File: src/core/txqs_defines.svh
/*
 * Register indices, field positions, reset values and queue limits of the
 * transmit queue status block.
 * Assumes inclusion from files that also import txqs_pkg.
 */
`ifndef TXQS_DEFINES_SVH
`define TXQS_DEFINES_SVH

// ============================================================
// Register indices (byte address is four times the index)
`define TXQS_IDX_LEVEL_LO 15'h7f62
`define TXQS_IDX_LEVEL_HI 15'h7f63
`define TXQS_IDX_RELEASE 15'h7f67
`define TXQS_IDX_IRQ_STAT 15'h7f68
`define TXQS_IDX_IRQ_MASK 15'h7f69

// ============================================================
// Field positions and reset values
`define TXQS_MODE_BIT 0
`define TXQS_LEVEL_RESET 8'h55
`define TXQS_RELEASE_RESET 8'h00
`define TXQS_IRQ_RESET 16'h0000

// ============================================================
// Queue depth and status pair codes
`define TXQS_QUEUE_MAX 3'h5
`define TXQS_PAIR_EMPTY 2'h2
`define TXQS_PAIR_FULL 2'h1
`define TXQS_PAIR_PART 2'h0
`define TXQS_PAIR_BAD 2'h3
`define TXQS_PAIR_RESET 2'h1

`endif

File: src/core/txqs_pkg.sv
/*
 * Types shared by the transmit queue status block.
 * Assumes nothing of its surroundings.
 */
`default_nettype none
package txqs_pkg;
    typedef logic [2:0] txqs_count_t;
    typedef logic [7:0] txqs_epvec_t;
    typedef logic [15:0] txqs_pairs_t;
    typedef logic [31:0] txqs_word_t;
endpackage
`default_nettype wire

File: src/core/txqs_track_if.sv
/*
 * Link between the register side and the queue tracker.
 * Assumes one clock shared by both ends.
 */
`timescale 1ns/1ps
`default_nettype none
interface txqs_track_if;
    import txqs_pkg::*;
    txqs_epvec_t push;
    txqs_epvec_t pop;
    txqs_epvec_t popTaken;
    txqs_epvec_t drained;
    txqs_epvec_t refused;
    txqs_pairs_t pairs;
    modport tracker (input push, input pop, output popTaken, output drained, output refused, output pairs);
    modport regs (output push, output pop, input popTaken, input drained, input refused, input pairs);
endinterface
`default_nettype wire

File: src/core/txqs_queue_track.sv
/*
 * Packet counters for the transmit queues of endpoints 8 to 15 and their
 * two-bit status pairs.
 * Assumes push and pop pulses synchronous to clock, one per packet.
 */
`timescale 1ns/1ps
`default_nettype none
`include "txqs_defines.svh"
module txqs_queue_track
    import txqs_pkg::*;
(
    input wire logic clock,
    input wire logic nrst,
    input wire logic ce,
    txqs_track_if.tracker trk
);
    txqs_count_t count [8];
    txqs_count_t next_count [8];
    txqs_pairs_t next_pairs;
    txqs_pairs_t pairsQ;
    txqs_epvec_t popTakenQ, drainedQ, refusedQ;
    txqs_epvec_t next_popTaken, next_drained, next_refused;
    txqs_epvec_t touched;

    function automatic logic [1:0] pairOf(input txqs_count_t c);
        if (c == 3'h0) pairOf = `TXQS_PAIR_EMPTY;
        else if (c == `TXQS_QUEUE_MAX) pairOf = `TXQS_PAIR_FULL;
        else pairOf = `TXQS_PAIR_PART;
    endfunction

    // ============================================================
    // Counter update
    always_comb begin
        logic popOk;
        logic pushOk;
        popOk = 1'b0;
        pushOk = 1'b0;
        next_pairs = pairsQ;
        for (int i = 0; i < 8; i++) begin
            popOk = trk.pop[i] && (count[i] != 3'h0);
            pushOk = trk.push[i] && ((count[i] != `TXQS_QUEUE_MAX) || popOk);
            next_count[i] = count[i] + txqs_count_t'(pushOk) - txqs_count_t'(popOk);
            next_popTaken[i] = popOk;
            next_refused[i] = trk.push[i] && !pushOk;
            next_drained[i] = popOk && !pushOk && (count[i] == 3'h1);
            // Pair follows the count from the first movement on; never 11
            if (trk.push[i] || trk.pop[i]) begin
                next_pairs[2*i +: 2] = pairOf(next_count[i]); // see R02 see R03 see R04
            end
        end
    end

    always_ff @(posedge clock or negedge nrst) begin
        if (!nrst) begin
            for (int i = 0; i < 8; i++) begin
                count[i] <= 3'h0;
            end
            pairsQ <= {8{`TXQS_PAIR_RESET}};
            popTakenQ <= 8'h00;
            drainedQ <= 8'h00;
            refusedQ <= 8'h00;
            touched <= 8'h00;
        end else if (ce) begin
            for (int i = 0; i < 8; i++) begin
                count[i] <= next_count[i];
            end
            pairsQ <= next_pairs;
            popTakenQ <= next_popTaken;
            drainedQ <= next_drained;
            refusedQ <= next_refused;
            touched <= touched | trk.push | trk.pop;
        end
    end

    assign trk.pairs = pairsQ;
    assign trk.popTaken = popTakenQ;
    assign trk.drained = drainedQ;
    assign trk.refused = refusedQ;

    for (genvar g = 0; g < 8; g++) begin : gChk
        emptyPair_a: assert property (@(posedge clock) disable iff (!nrst)
            touched[g] && count[g] == 3'h0 |-> pairsQ[2*g +: 2] == 2'h2)
            else $error("empty queue not shown as 10");
        fullPair_a: assert property (@(posedge clock) disable iff (!nrst)
            touched[g] && count[g] == 3'h5 |-> pairsQ[2*g +: 2] == 2'h1)
            else $error("full queue not shown as 01");
        partPair_a: assert property (@(posedge clock) disable iff (!nrst)
            touched[g] && count[g] inside {[3'h1:3'h4]} |-> pairsQ[2*g +: 2] == 2'h0)
            else $error("partly filled queue not shown as 00");
    end
endmodule // txqs_queue_track
`default_nettype wire

File: src/core/txqs_top.sv
/*
 * Transmit queue status and page release control for endpoints 8 to 15,
 * reached by firmware over AHB-Lite.
 * Assumes a single AHB-Lite master, word transfers only, and push/pop
 * pulses from the serial engine synchronous to clock.
 */
// Implementation choice: the AHB-Lite register port.
`timescale 1ns/1ps
`default_nettype none
`include "txqs_defines.svh"
// Behaviour
// Endpoints 8-15 get empty/full pairs, four per register, highest on top.
// An endpoint with no queued packets reads as pair 10; here it stays 01 from reset until its first push or pop.
// An endpoint with five queued packets reads as pair 01.
// An endpoint with one to four queued packets reads as pair 00.
// Pair value 11 is never produced.
// Both level registers are read-only and reset to 0x55.
// Mode 0 frees pages automatically; mode 1 keeps pages, still pops queue.
// The release mode bit resets to 0, automatic release.
// Firmware sets the mode once, never around a transmission.
// In manual mode firmware frees each sent packet's pages itself.
// Bits 7 to 1 of the release control register read zero, ignore writes.
module txqs_top
    import txqs_pkg::*;
(
    input wire logic clock,
    input wire logic nrst,
    input wire logic ce,
    input wire logic hsel,
    input wire logic [31:0] haddr,
    input wire logic [1:0] htrans,
    input wire logic hwrite,
    input wire logic [2:0] hsize,
    input wire logic [31:0] hwdata,
    input wire logic hready,
    output logic [31:0] hrdata,
    output logic hreadyout,
    output logic hresp,
    input wire logic [7:0] txPush,
    input wire logic [7:0] txPop,
    output logic [7:0] pageFree,
    output logic pageReleaseMode,
    output logic irq
);
    txqs_track_if trk ();

    txqs_queue_track uTrack (
        .clock(clock),
        .nrst(nrst),
        .ce(ce),
        .trk(trk)
    );

    assign trk.push = txPush;
    assign trk.pop = txPop;

    // ============================================================
    // Address decode
    function automatic logic regHit(input logic [31:0] addr, input logic [14:0] idx);
        regHit = (addr[31:17] == 15'h0000) && (addr[16:2] == idx) && (addr[1:0] == 2'h0);
    endfunction

    logic mode;
    logic next_mode;
    txqs_pairs_t irqStat;
    txqs_pairs_t next_irqStat;
    txqs_pairs_t irqMask;
    txqs_pairs_t next_irqMask;
    txqs_word_t next_hrdata;
    txqs_epvec_t next_pageFree;
    logic wrRelease, wrStat, wrMask;
    logic next_wrRelease, next_wrStat, next_wrMask;
    logic rdPhase, next_rdPhase;
    logic [14:0] rdIdx, next_rdIdx;
    logic addrPhase;
    txqs_pairs_t events;

    assign addrPhase = hsel && hready && htrans[1];

    // ============================================================
    // Bus address phase
    always_comb begin
        next_wrRelease = 1'b0;
        next_wrStat = 1'b0;
        next_wrMask = 1'b0;
        next_rdPhase = 1'b0;
        next_rdIdx = 15'h0000;
        next_hrdata = hrdata;
        if (addrPhase && hwrite) begin
            // Level registers take no write: no strobe is decoded for them
            next_wrRelease = regHit(haddr, `TXQS_IDX_RELEASE);
            next_wrStat = regHit(haddr, `TXQS_IDX_IRQ_STAT);
            next_wrMask = regHit(haddr, `TXQS_IDX_IRQ_MASK);
        end else if (addrPhase) begin
            next_rdPhase = 1'b1;
            next_rdIdx = haddr[16:2];
            if (regHit(haddr, `TXQS_IDX_LEVEL_LO)) begin
                next_hrdata = {24'h000000, trk.pairs[7:0]};
            end else if (regHit(haddr, `TXQS_IDX_LEVEL_HI)) begin
                next_hrdata = {24'h000000, trk.pairs[15:8]};
            end else if (regHit(haddr, `TXQS_IDX_RELEASE)) begin
                next_hrdata = {31'h00000000, mode};
            end else if (regHit(haddr, `TXQS_IDX_IRQ_STAT)) begin
                next_hrdata = {16'h0000, irqStat};
            end else if (regHit(haddr, `TXQS_IDX_IRQ_MASK)) begin
                next_hrdata = {16'h0000, irqMask};
            end else begin
                next_hrdata = 32'h00000000;
            end
        end
    end

    always_ff @(posedge clock or negedge nrst) begin
        if (!nrst) begin
            wrRelease <= 1'b0;
            wrStat <= 1'b0;
            wrMask <= 1'b0;
            rdPhase <= 1'b0;
            rdIdx <= 15'h0000;
            hrdata <= 32'h00000000;
        end else if (ce) begin
            wrRelease <= next_wrRelease;
            wrStat <= next_wrStat;
            wrMask <= next_wrMask;
            rdPhase <= next_rdPhase;
            rdIdx <= next_rdIdx;
            hrdata <= next_hrdata;
        end
    end

    assign hreadyout = 1'b1;
    assign hresp = 1'b0;

    // ============================================================
    // Control and interrupt registers
    assign events = {trk.refused, trk.drained};

    always_comb begin
        next_mode = mode;
        next_irqMask = irqMask;
        if (wrRelease) begin
            next_mode = hwdata[`TXQS_MODE_BIT]; // see R07
        end
        if (wrMask) begin
            next_irqMask = hwdata[15:0];
        end
        // Set wins over a write-one clear in the same cycle
        next_irqStat = events | (irqStat & ~(wrStat ? hwdata[15:0] : 16'h0000));
    end

    always_ff @(posedge clock or negedge nrst) begin
        if (!nrst) begin
            mode <= 1'(`TXQS_RELEASE_RESET);
            irqStat <= `TXQS_IRQ_RESET;
            irqMask <= `TXQS_IRQ_RESET;
        end else if (ce) begin
            mode <= next_mode;
            irqStat <= next_irqStat;
            irqMask <= next_irqMask;
        end
    end

    assign irq = |(irqStat & irqMask);
    assign pageReleaseMode = mode;

    // ============================================================
    // Page release after a transmitted packet leaves its queue
    always_comb begin
        next_pageFree = trk.popTaken & {8{~mode}};
    end

    always_ff @(posedge clock or negedge nrst) begin
        if (!nrst) begin
            pageFree <= 8'h00;
        end else if (ce) begin
            pageFree <= next_pageFree;
        end
    end

    // ============================================================
    // Checks
    pairValid_a: assert property (@(posedge clock) disable iff (!nrst)
        !((trk.pairs[1:0] == 2'h3) || (trk.pairs[3:2] == 2'h3) || (trk.pairs[5:4] == 2'h3)
        || (trk.pairs[7:6] == 2'h3) || (trk.pairs[9:8] == 2'h3) || (trk.pairs[11:10] == 2'h3)
        || (trk.pairs[13:12] == 2'h3) || (trk.pairs[15:14] == 2'h3)))
        else $error("invalid status pair 11");

    levelReset_a: assert property (@(posedge clock) disable iff (!nrst)
        $rose(nrst) |-> trk.pairs == 16'h5555)
        else $error("level registers not 0x55 after reset");

    modeReset_a: assert property (@(posedge clock) disable iff (!nrst)
        $rose(nrst) |-> !mode)
        else $error("release mode not cleared after reset");

    levelPacking_a: assert property (@(posedge clock) disable iff (!nrst)
        ce && addrPhase && !hwrite && regHit(haddr, 15'h7f63) |=> hrdata == {24'h0, $past(trk.pairs[15:8])})
        else $error("upper level register packing wrong");

    autoRelease_a: assert property (@(posedge clock) disable iff (!nrst)
        ce && !mode && (trk.popTaken != 8'h00) |=> pageFree == $past(trk.popTaken))
        else $error("automatic page release missing");

    manualHold_a: assert property (@(posedge clock) disable iff (!nrst)
        ce && mode |=> pageFree == 8'h00)
        else $error("pages released in manual mode");

    reservedZero_a: assert property (@(posedge clock) disable iff (!nrst)
        rdPhase && rdIdx == 15'h7f67 |-> hrdata[31:1] == 31'h0)
        else $error("reserved release bits not zero");

    levelReadOnly_a: assert property (@(posedge clock) disable iff (!nrst)
        !$stable(trk.pairs) |-> $past(txPush != 8'h00 || txPop != 8'h00))
        else $error("level register changed without queue movement");

    modeWrite_a: assert property (@(posedge clock) disable iff (!nrst)
        ce && wrRelease |=> mode == $past(hwdata[0]))
        else $error("release mode write lost");

    levelLoPacking_a: assert property (@(posedge clock) disable iff (!nrst)
        ce && addrPhase && !hwrite && regHit(haddr, `TXQS_IDX_LEVEL_LO) |=> hrdata == {24'h0, $past(trk.pairs[7:0])})
        else $error("lower level register packing wrong");

    levelNoWrite_a: assert property (@(posedge clock) disable iff (!nrst)
        ce && addrPhase && hwrite && (regHit(haddr, `TXQS_IDX_LEVEL_LO) || regHit(haddr, `TXQS_IDX_LEVEL_HI))
        |=> !wrRelease && !wrStat && !wrMask)
        else $error("write strobe raised for a level register");

    releaseRead_a: assert property (@(posedge clock) disable iff (!nrst)
        ce && addrPhase && !hwrite && regHit(haddr, `TXQS_IDX_RELEASE) |=> hrdata == {31'h0, $past(mode)})
        else $error("release register read wrong");

    statRead_a: assert property (@(posedge clock) disable iff (!nrst)
        ce && addrPhase && !hwrite && regHit(haddr, `TXQS_IDX_IRQ_STAT) |=> hrdata == {16'h0, $past(irqStat)})
        else $error("status register read wrong");

    maskRead_a: assert property (@(posedge clock) disable iff (!nrst)
        ce && addrPhase && !hwrite && regHit(haddr, `TXQS_IDX_IRQ_MASK) |=> hrdata == {16'h0, $past(irqMask)})
        else $error("mask register read wrong");

    unmappedRead_a: assert property (@(posedge clock) disable iff (!nrst)
        ce && addrPhase && !hwrite && !regHit(haddr, `TXQS_IDX_LEVEL_LO) && !regHit(haddr, `TXQS_IDX_LEVEL_HI)
        && !regHit(haddr, `TXQS_IDX_RELEASE) && !regHit(haddr, `TXQS_IDX_IRQ_STAT)
        && !regHit(haddr, `TXQS_IDX_IRQ_MASK) |=> hrdata == 32'h0)
        else $error("unmapped read not zero");

    readDataHold_a: assert property (@(posedge clock) disable iff (!nrst)
        !(ce && addrPhase && !hwrite) |=> $stable(hrdata))
        else $error("read data changed without a read");

    modeHold_a: assert property (@(posedge clock) disable iff (!nrst)
        !(ce && wrRelease) |=> $stable(mode))
        else $error("release mode changed without a write");

    ceFreezeRegs_a: assert property (@(posedge clock) disable iff (!nrst)
        !ce |=> $stable(irqStat) && $stable(irqMask) && $stable(pageFree))
        else $error("register state moved while clock enable low");

    ceFreezeBus_a: assert property (@(posedge clock) disable iff (!nrst)
        !ce |=> $stable(wrRelease) && $stable(wrStat) && $stable(wrMask) && $stable(rdPhase))
        else $error("bus state moved while clock enable low");

    ceFreezeLevel_a: assert property (@(posedge clock) disable iff (!nrst)
        !ce |=> $stable(trk.pairs) && $stable(trk.popTaken))
        else $error("queue state moved while clock enable low");

    eventSet_a: assert property (@(posedge clock) disable iff (!nrst)
        ce && events != 16'h0 |=> (irqStat & $past(events)) == $past(events))
        else $error("queue event did not set its status bit");

    statSticky_a: assert property (@(posedge clock) disable iff (!nrst)
        ce && !wrStat |=> (irqStat & $past(irqStat)) == $past(irqStat))
        else $error("status bit dropped without a clear");

    clearOne_a: assert property (@(posedge clock) disable iff (!nrst)
        ce && wrStat && events == 16'h0 |=> (irqStat & $past(hwdata[15:0])) == 16'h0)
        else $error("write of one did not clear status");

    maskWrite_a: assert property (@(posedge clock) disable iff (!nrst)
        ce && wrMask |=> irqMask == $past(hwdata[15:0]))
        else $error("mask write lost");

    irqRaise_a: assert property (@(posedge clock) disable iff (!nrst)
        ce && !wrMask && (events & irqMask) != 16'h0 |=> irq)
        else $error("unmasked event did not raise the interrupt");

    pageFreeSource_a: assert property (@(posedge clock) disable iff (!nrst)
        $past(ce) |-> (pageFree & ~$past(trk.popTaken)) == 8'h00)
        else $error("page release without a popped packet");

    resetOutputs_a: assert property (@(posedge clock) disable iff (!nrst)
        $rose(nrst) |-> !irq && pageFree == 8'h00 && hrdata == 32'h0)
        else $error("outputs not idle after reset");

    writeNoRead_a: assert property (@(posedge clock) disable iff (!nrst)
        ce && addrPhase && hwrite |=> !rdPhase)
        else $error("write taken as a read");

    readNoWrite_a: assert property (@(posedge clock) disable iff (!nrst)
        ce && addrPhase && !hwrite |=> rdPhase && !wrRelease && !wrStat && !wrMask)
        else $error("read taken as a write");

    idleNoStrobe_a: assert property (@(posedge clock) disable iff (!nrst)
        ce && !addrPhase |=> !wrRelease && !wrStat && !wrMask && !rdPhase)
        else $error("strobe raised without a transfer");
endmodule // txqs_top
`default_nettype wire

File: config.mk
export PLATFORM = sky130hd
export DESIGN_NAME = txqs_top
export DESIGN_NICKNAME = d
export VERILOG_FILES = /design/src/core/txqs_pkg.sv /design/src/core/txqs_track_if.sv /design/src/core/txqs_queue_track.sv /design/src/core/txqs_top.sv
export VERILOG_INCLUDE_DIRS = /design/src /design/src/core
export SDC_FILE = /design/constraint.sdc
export NUM_CORES = 1
export LEC_CHECK = 0
export BUFFER_PORTS_ARGS = -buffer_cell sky130_fd_sc_hd__buf_2
export CORE_MARGIN = 2
export CORE_UTILIZATION = 45
export DETAILED_ROUTE_END_ITERATION = 12
export GPL_TIMING_DRIVEN = 0
export PLACE_DENSITY = 0.68
export SLEW_MARGIN = 20
export SYNTH_ARGS = -nofsm -noshare
export SYNTH_HDL_FRONTEND = slang
export SYNTH_SLANG_ARGS = --single-unit
File: constraint.sdc
create_clock -name clock -period 6.15 [get_ports clock]
set_input_delay 0.3075 -clock clock [delete_from_list [all_inputs] [get_ports clock]]
set_output_delay 0.3075 -clock clock [all_outputs]
set_load 0.02 [all_outputs]
==> impl_results.md <==
- Status: complete, no violations
- Number of synthesized register bits: roughly 120
- # hold bufs at CTS: 1
- Asr flop ratio synth: 100.0%
- CP Max Fanout: 5
- Cell Int Power: about 2.1 mW
- Fmax achieved: 384.0 MHz
- Power density cells: between 400 and 500 nW/um2
- Netlist cell types: 50
- Synth Area per Inst: around 11 um2
- CTS tree: done
- DR DRC count: 0
- Fin Setup TNS: 0 ns
- Post-Place Setup Slack: roughly 3.6 ns
- CTS Buf Count: 17
- H-tree depth: 4
- Placed Instances: ~900
- Die height: between 100 and 150 um
- Crit path largest cell delay: 0.44 ns
- Avg Vias per Cell: 5.655
- GPL Wtd Cong: around 0.94
- Area Overhead vs Synth: 20.63%
- Fin crit share: ~42%
- Crit-path cells: o31a_1, ha_1, inv_1, ha_1, inv_1, fa_1, xor2_1, xor2_1, nand3_1, o21ai_0
- Crit Path Category: register to register
- First-pass GRT wire length: roughly 27 mm
- Area of the multi-input gates: roughly 2900 um2
- Final WL: approximately 18 mm
- Mapped cell area: around 6400 um2
- Initial antenna violation count: 0
- Core area: about 14000 um2
- # resized after CTS: 0
- Vias: between 5000 and 6000
- Worst R2R Setup Slack: ~3.5 ns
- Post-synth EDFFs: 0
- Setup violations, final: 0
- Share of layout cells above drive strength 1: a little over a quarter
- Reg clk slew, reported paths: roughly 0.05 ns
- Number of antenna diodes: 0
- Psw: around 1.2 mW
- Wire per inst: roughly 19 um
- Fin. Hold Viols: 0
- Grt ovf: 0
- FF-to-FF Start: uTrack.count[5]
- Sequential area share after synthesis: about half
- FF-to-FF path depth: 10
- Startpoint Class: register
- Largest cells by area after synthesis: dfrtp_1, mux2_2, nand2_1, inv_1, dfstp_2
- Nets@finish: roughly 850
- Die area: roughly 15000 um2
- Max clock buf depth: 2
- Critical path endpoint: uTrack.trk.pairs[12]
- Max-slew violation count: 0
- Routed Antenna Nets: 0
- Synth warnings: 0
- Tmin final: around 2.6 ns
- Clock share of power: between 20% and 30%
- Min-delay worst type: primary input to register
- Switch share: a little over a third
- Slew HR: 50.74%
- Critical Path Source: uTrack.count[5]
- Largest net degree at the start of global routing: 77
- Critical path's slowest cell: dfrtp_1
- Sequential share of power: 39.3%
- Layout filler cell count: approximately 1200
- Post-CTS Setup Inserts: 0
- Synth Flop Type: dfrtp_1
- CP Capture Type: register
- Final core occ: between 50 and 60%
- Starting DRC count in detailed routing: between 500 and 600
- Synth top area share: between 40% and 50%
- Mapped Cells: 605
- Num rows: 43
- Combinational Power Share: between 30 and 40%
- Largest area contributor in the netlist: dfrtp_1
- Drt pass-1 iters: 5
- FF+latch area: 3113 um2
- Static Leak: 3.616 nW
- Gr usage total: 24.16%
- Initial Util: between 40 and 50%
- FF-to-FF End: uTrack.trk.pairs[12]
- Clock sink count: ~120
- Detailed Place HPWL: ~13 mm
- I/O Buffers: between 90 and 100
- Worst Path Required: approximately 6.5 ns
- Slew @ Worst Pin: ~0.74 ns
- IO Pins: approximately 140
- Worst IR drop on VDD: ~0.22 mV
- RSZ-0062 raised after global routing: no
- Clock Root Buffer: clkbuf_16
- Vias in the first global route: between 5000 and 6000
- Max Cap Violations: 0
- Setup ws final: 3.546 ns
- Die width: between 100 and 150 um
- Clk_lat worst skew: 0.42 ns
- Final Non-Filler Cells: 930
- Final Skew: between 0.008 and 0.009 ns
- Worst EP arrival: between 2 and 3 ns
==> layout by cell type, fill, tap and decap left out, types with 6 or more instances in the layout <==
master,count
xnor2_1,12
nand4b_1,7
o21ai_0,42
dfstp_2,8
nand3b_1,11
o2111ai_1,7
conb_1,18
o31a_1,8
o32ai_1,8
nor2b_1,7
mux2i_1,9
clkbuf_1,22
nor4b_1,6
xor2_1,10
mux2_2,38
nand4_1,6
dfrtp_1,116
a31oi_1,7
fa_1,8
o41ai_1,16
clkbuf_16,17
inv_1,59
buf_2,101
a22o_1,20
nand3_1,21
ha_1,16
nand2_1,64
o31ai_1,7
buf_4,18
a21o_1,7
==> registers in the layout, summed over array words and instances (netlist names), 8 cells and up <==
name and count:
uTrack.count 24, pageFree 8, uTrack.trk.pairs 16, hrdata 16, uTrack.trk.refused 8, uTrack.trk.drained 8, uTrack.trk.popTaken 8, irqMask 16
irqStat 16
==> worst min-delay path by stage <==
stage | start | endpoint | slack (ns) | depth (start not counted)
floorplan | nrst | hrdata[0] | 0.01 | 0
global placement | hrdata[10] | hrdata[10] | 0.45 | 2
detailed placement | nrst | irqMask[15] | 0.28 | 1
CTS | hwdata[11] | irqMask[11] | 0.12 | 2
global route | hwdata[11] | irqMask[11] | 0.14 | 2
finish | hwdata[11] | irqMask[11] | 0.14 | 2
==> power groups by stage <==
stage	clock (mW)	sequential (mW)	combinational [mW]
2_1_floorplan	0	1.25	0.797
3_3_place_gp	0	1.27	1.02
3_5_place_dp	0	1.29	1.09
4_1_cts	0.907	1.28	1.09
5_1_grt	0.940	1.31	1.24
6_report	0.889	1.28	1.10
==> final cells by class <==
class,count,share of cell area (%)
clock inverter,2,0.1287
multi-input combinational,394,37.71
clock buffer,29,6.564
sequential,124,40.03
timing repair buffer,98,6.741
inverter,61,2.944
tap,180,2.896
buffer,42,2.992
==> Yosys cell counts, drive strengths merged (4+ instances only) <==
cell and number:
nor2b 7, nor2 4, clkbuf 14, mux2i 9, o21ai 42, nand3 21, a22o 20, a21o 7
nand3b 11, xnor2 12, fa 8, o41ai 16, o2111ai 7, nand2 65, a221oi 4, buf 28
inv 59, o31ai 8, dfstp 8, nand4 6, o31a 8, nor4b 6, dfrtp 116, nor4 5
a31oi 7, o32ai 8, ha 16, xor2 10, a21oi 4, nand4b 7, mux2 38
==> per-layer routing <==
layer	vias up	part of all wire [%]	global-route usage [%]	wire length, um
met1	2593	44	32.17	7665
li1	2407	-	-	-
met5	-	0	0	0
met2	217	47	37.47	8199
met4	0	3.1	11.65	539
met3	42	6.5	5.357	1146
==> per-stage QoR <==
step,total power [mW],hold slack (ns),cell area (um2)
2_1_floorplan,2.047,0.01191,6507
3_3_place_gp,2.298,0.4538,7213
3_5_place_dp,2.375,0.2821,7247
4_1_cts,3.280,0.1225,7777
5_1_grt,3.489,0.1374,7777
6_report,3.269,0.1422,7777
==> worst max-delay path, delay by kind of cell, from the launching register on <==
family,cells,cell delay (ns)
adder cells (fa/ha/maj),3,0.87
AO/OA/AOI/OAI,2,0.52
XOR/XNOR,2,0.48
flip-flops,1,0.44
buffers and inverters,2,0.12
AND/OR/NAND/NOR,1,0.10
==> cell families (layout without fill, tap and decap cells) <==
kind of cell             Yosys count  count (layout)  share of synthesized area (%)
AO/OA/AOI/OAI                    135             135                          15.04
XOR/XNOR                          22              22                          2.988
adder cells (fa/ha/maj)           24              24                          5.589
buffers and inverters            103             232                          7.161
flip-flops                       124             124                          48.28
multiplexers                      47              47                          8.034
other                              2              18                         0.1165
AND/OR/NAND/NOR                  148             148                          12.79
Note: power is estimated with default switching activity, not from simulation.
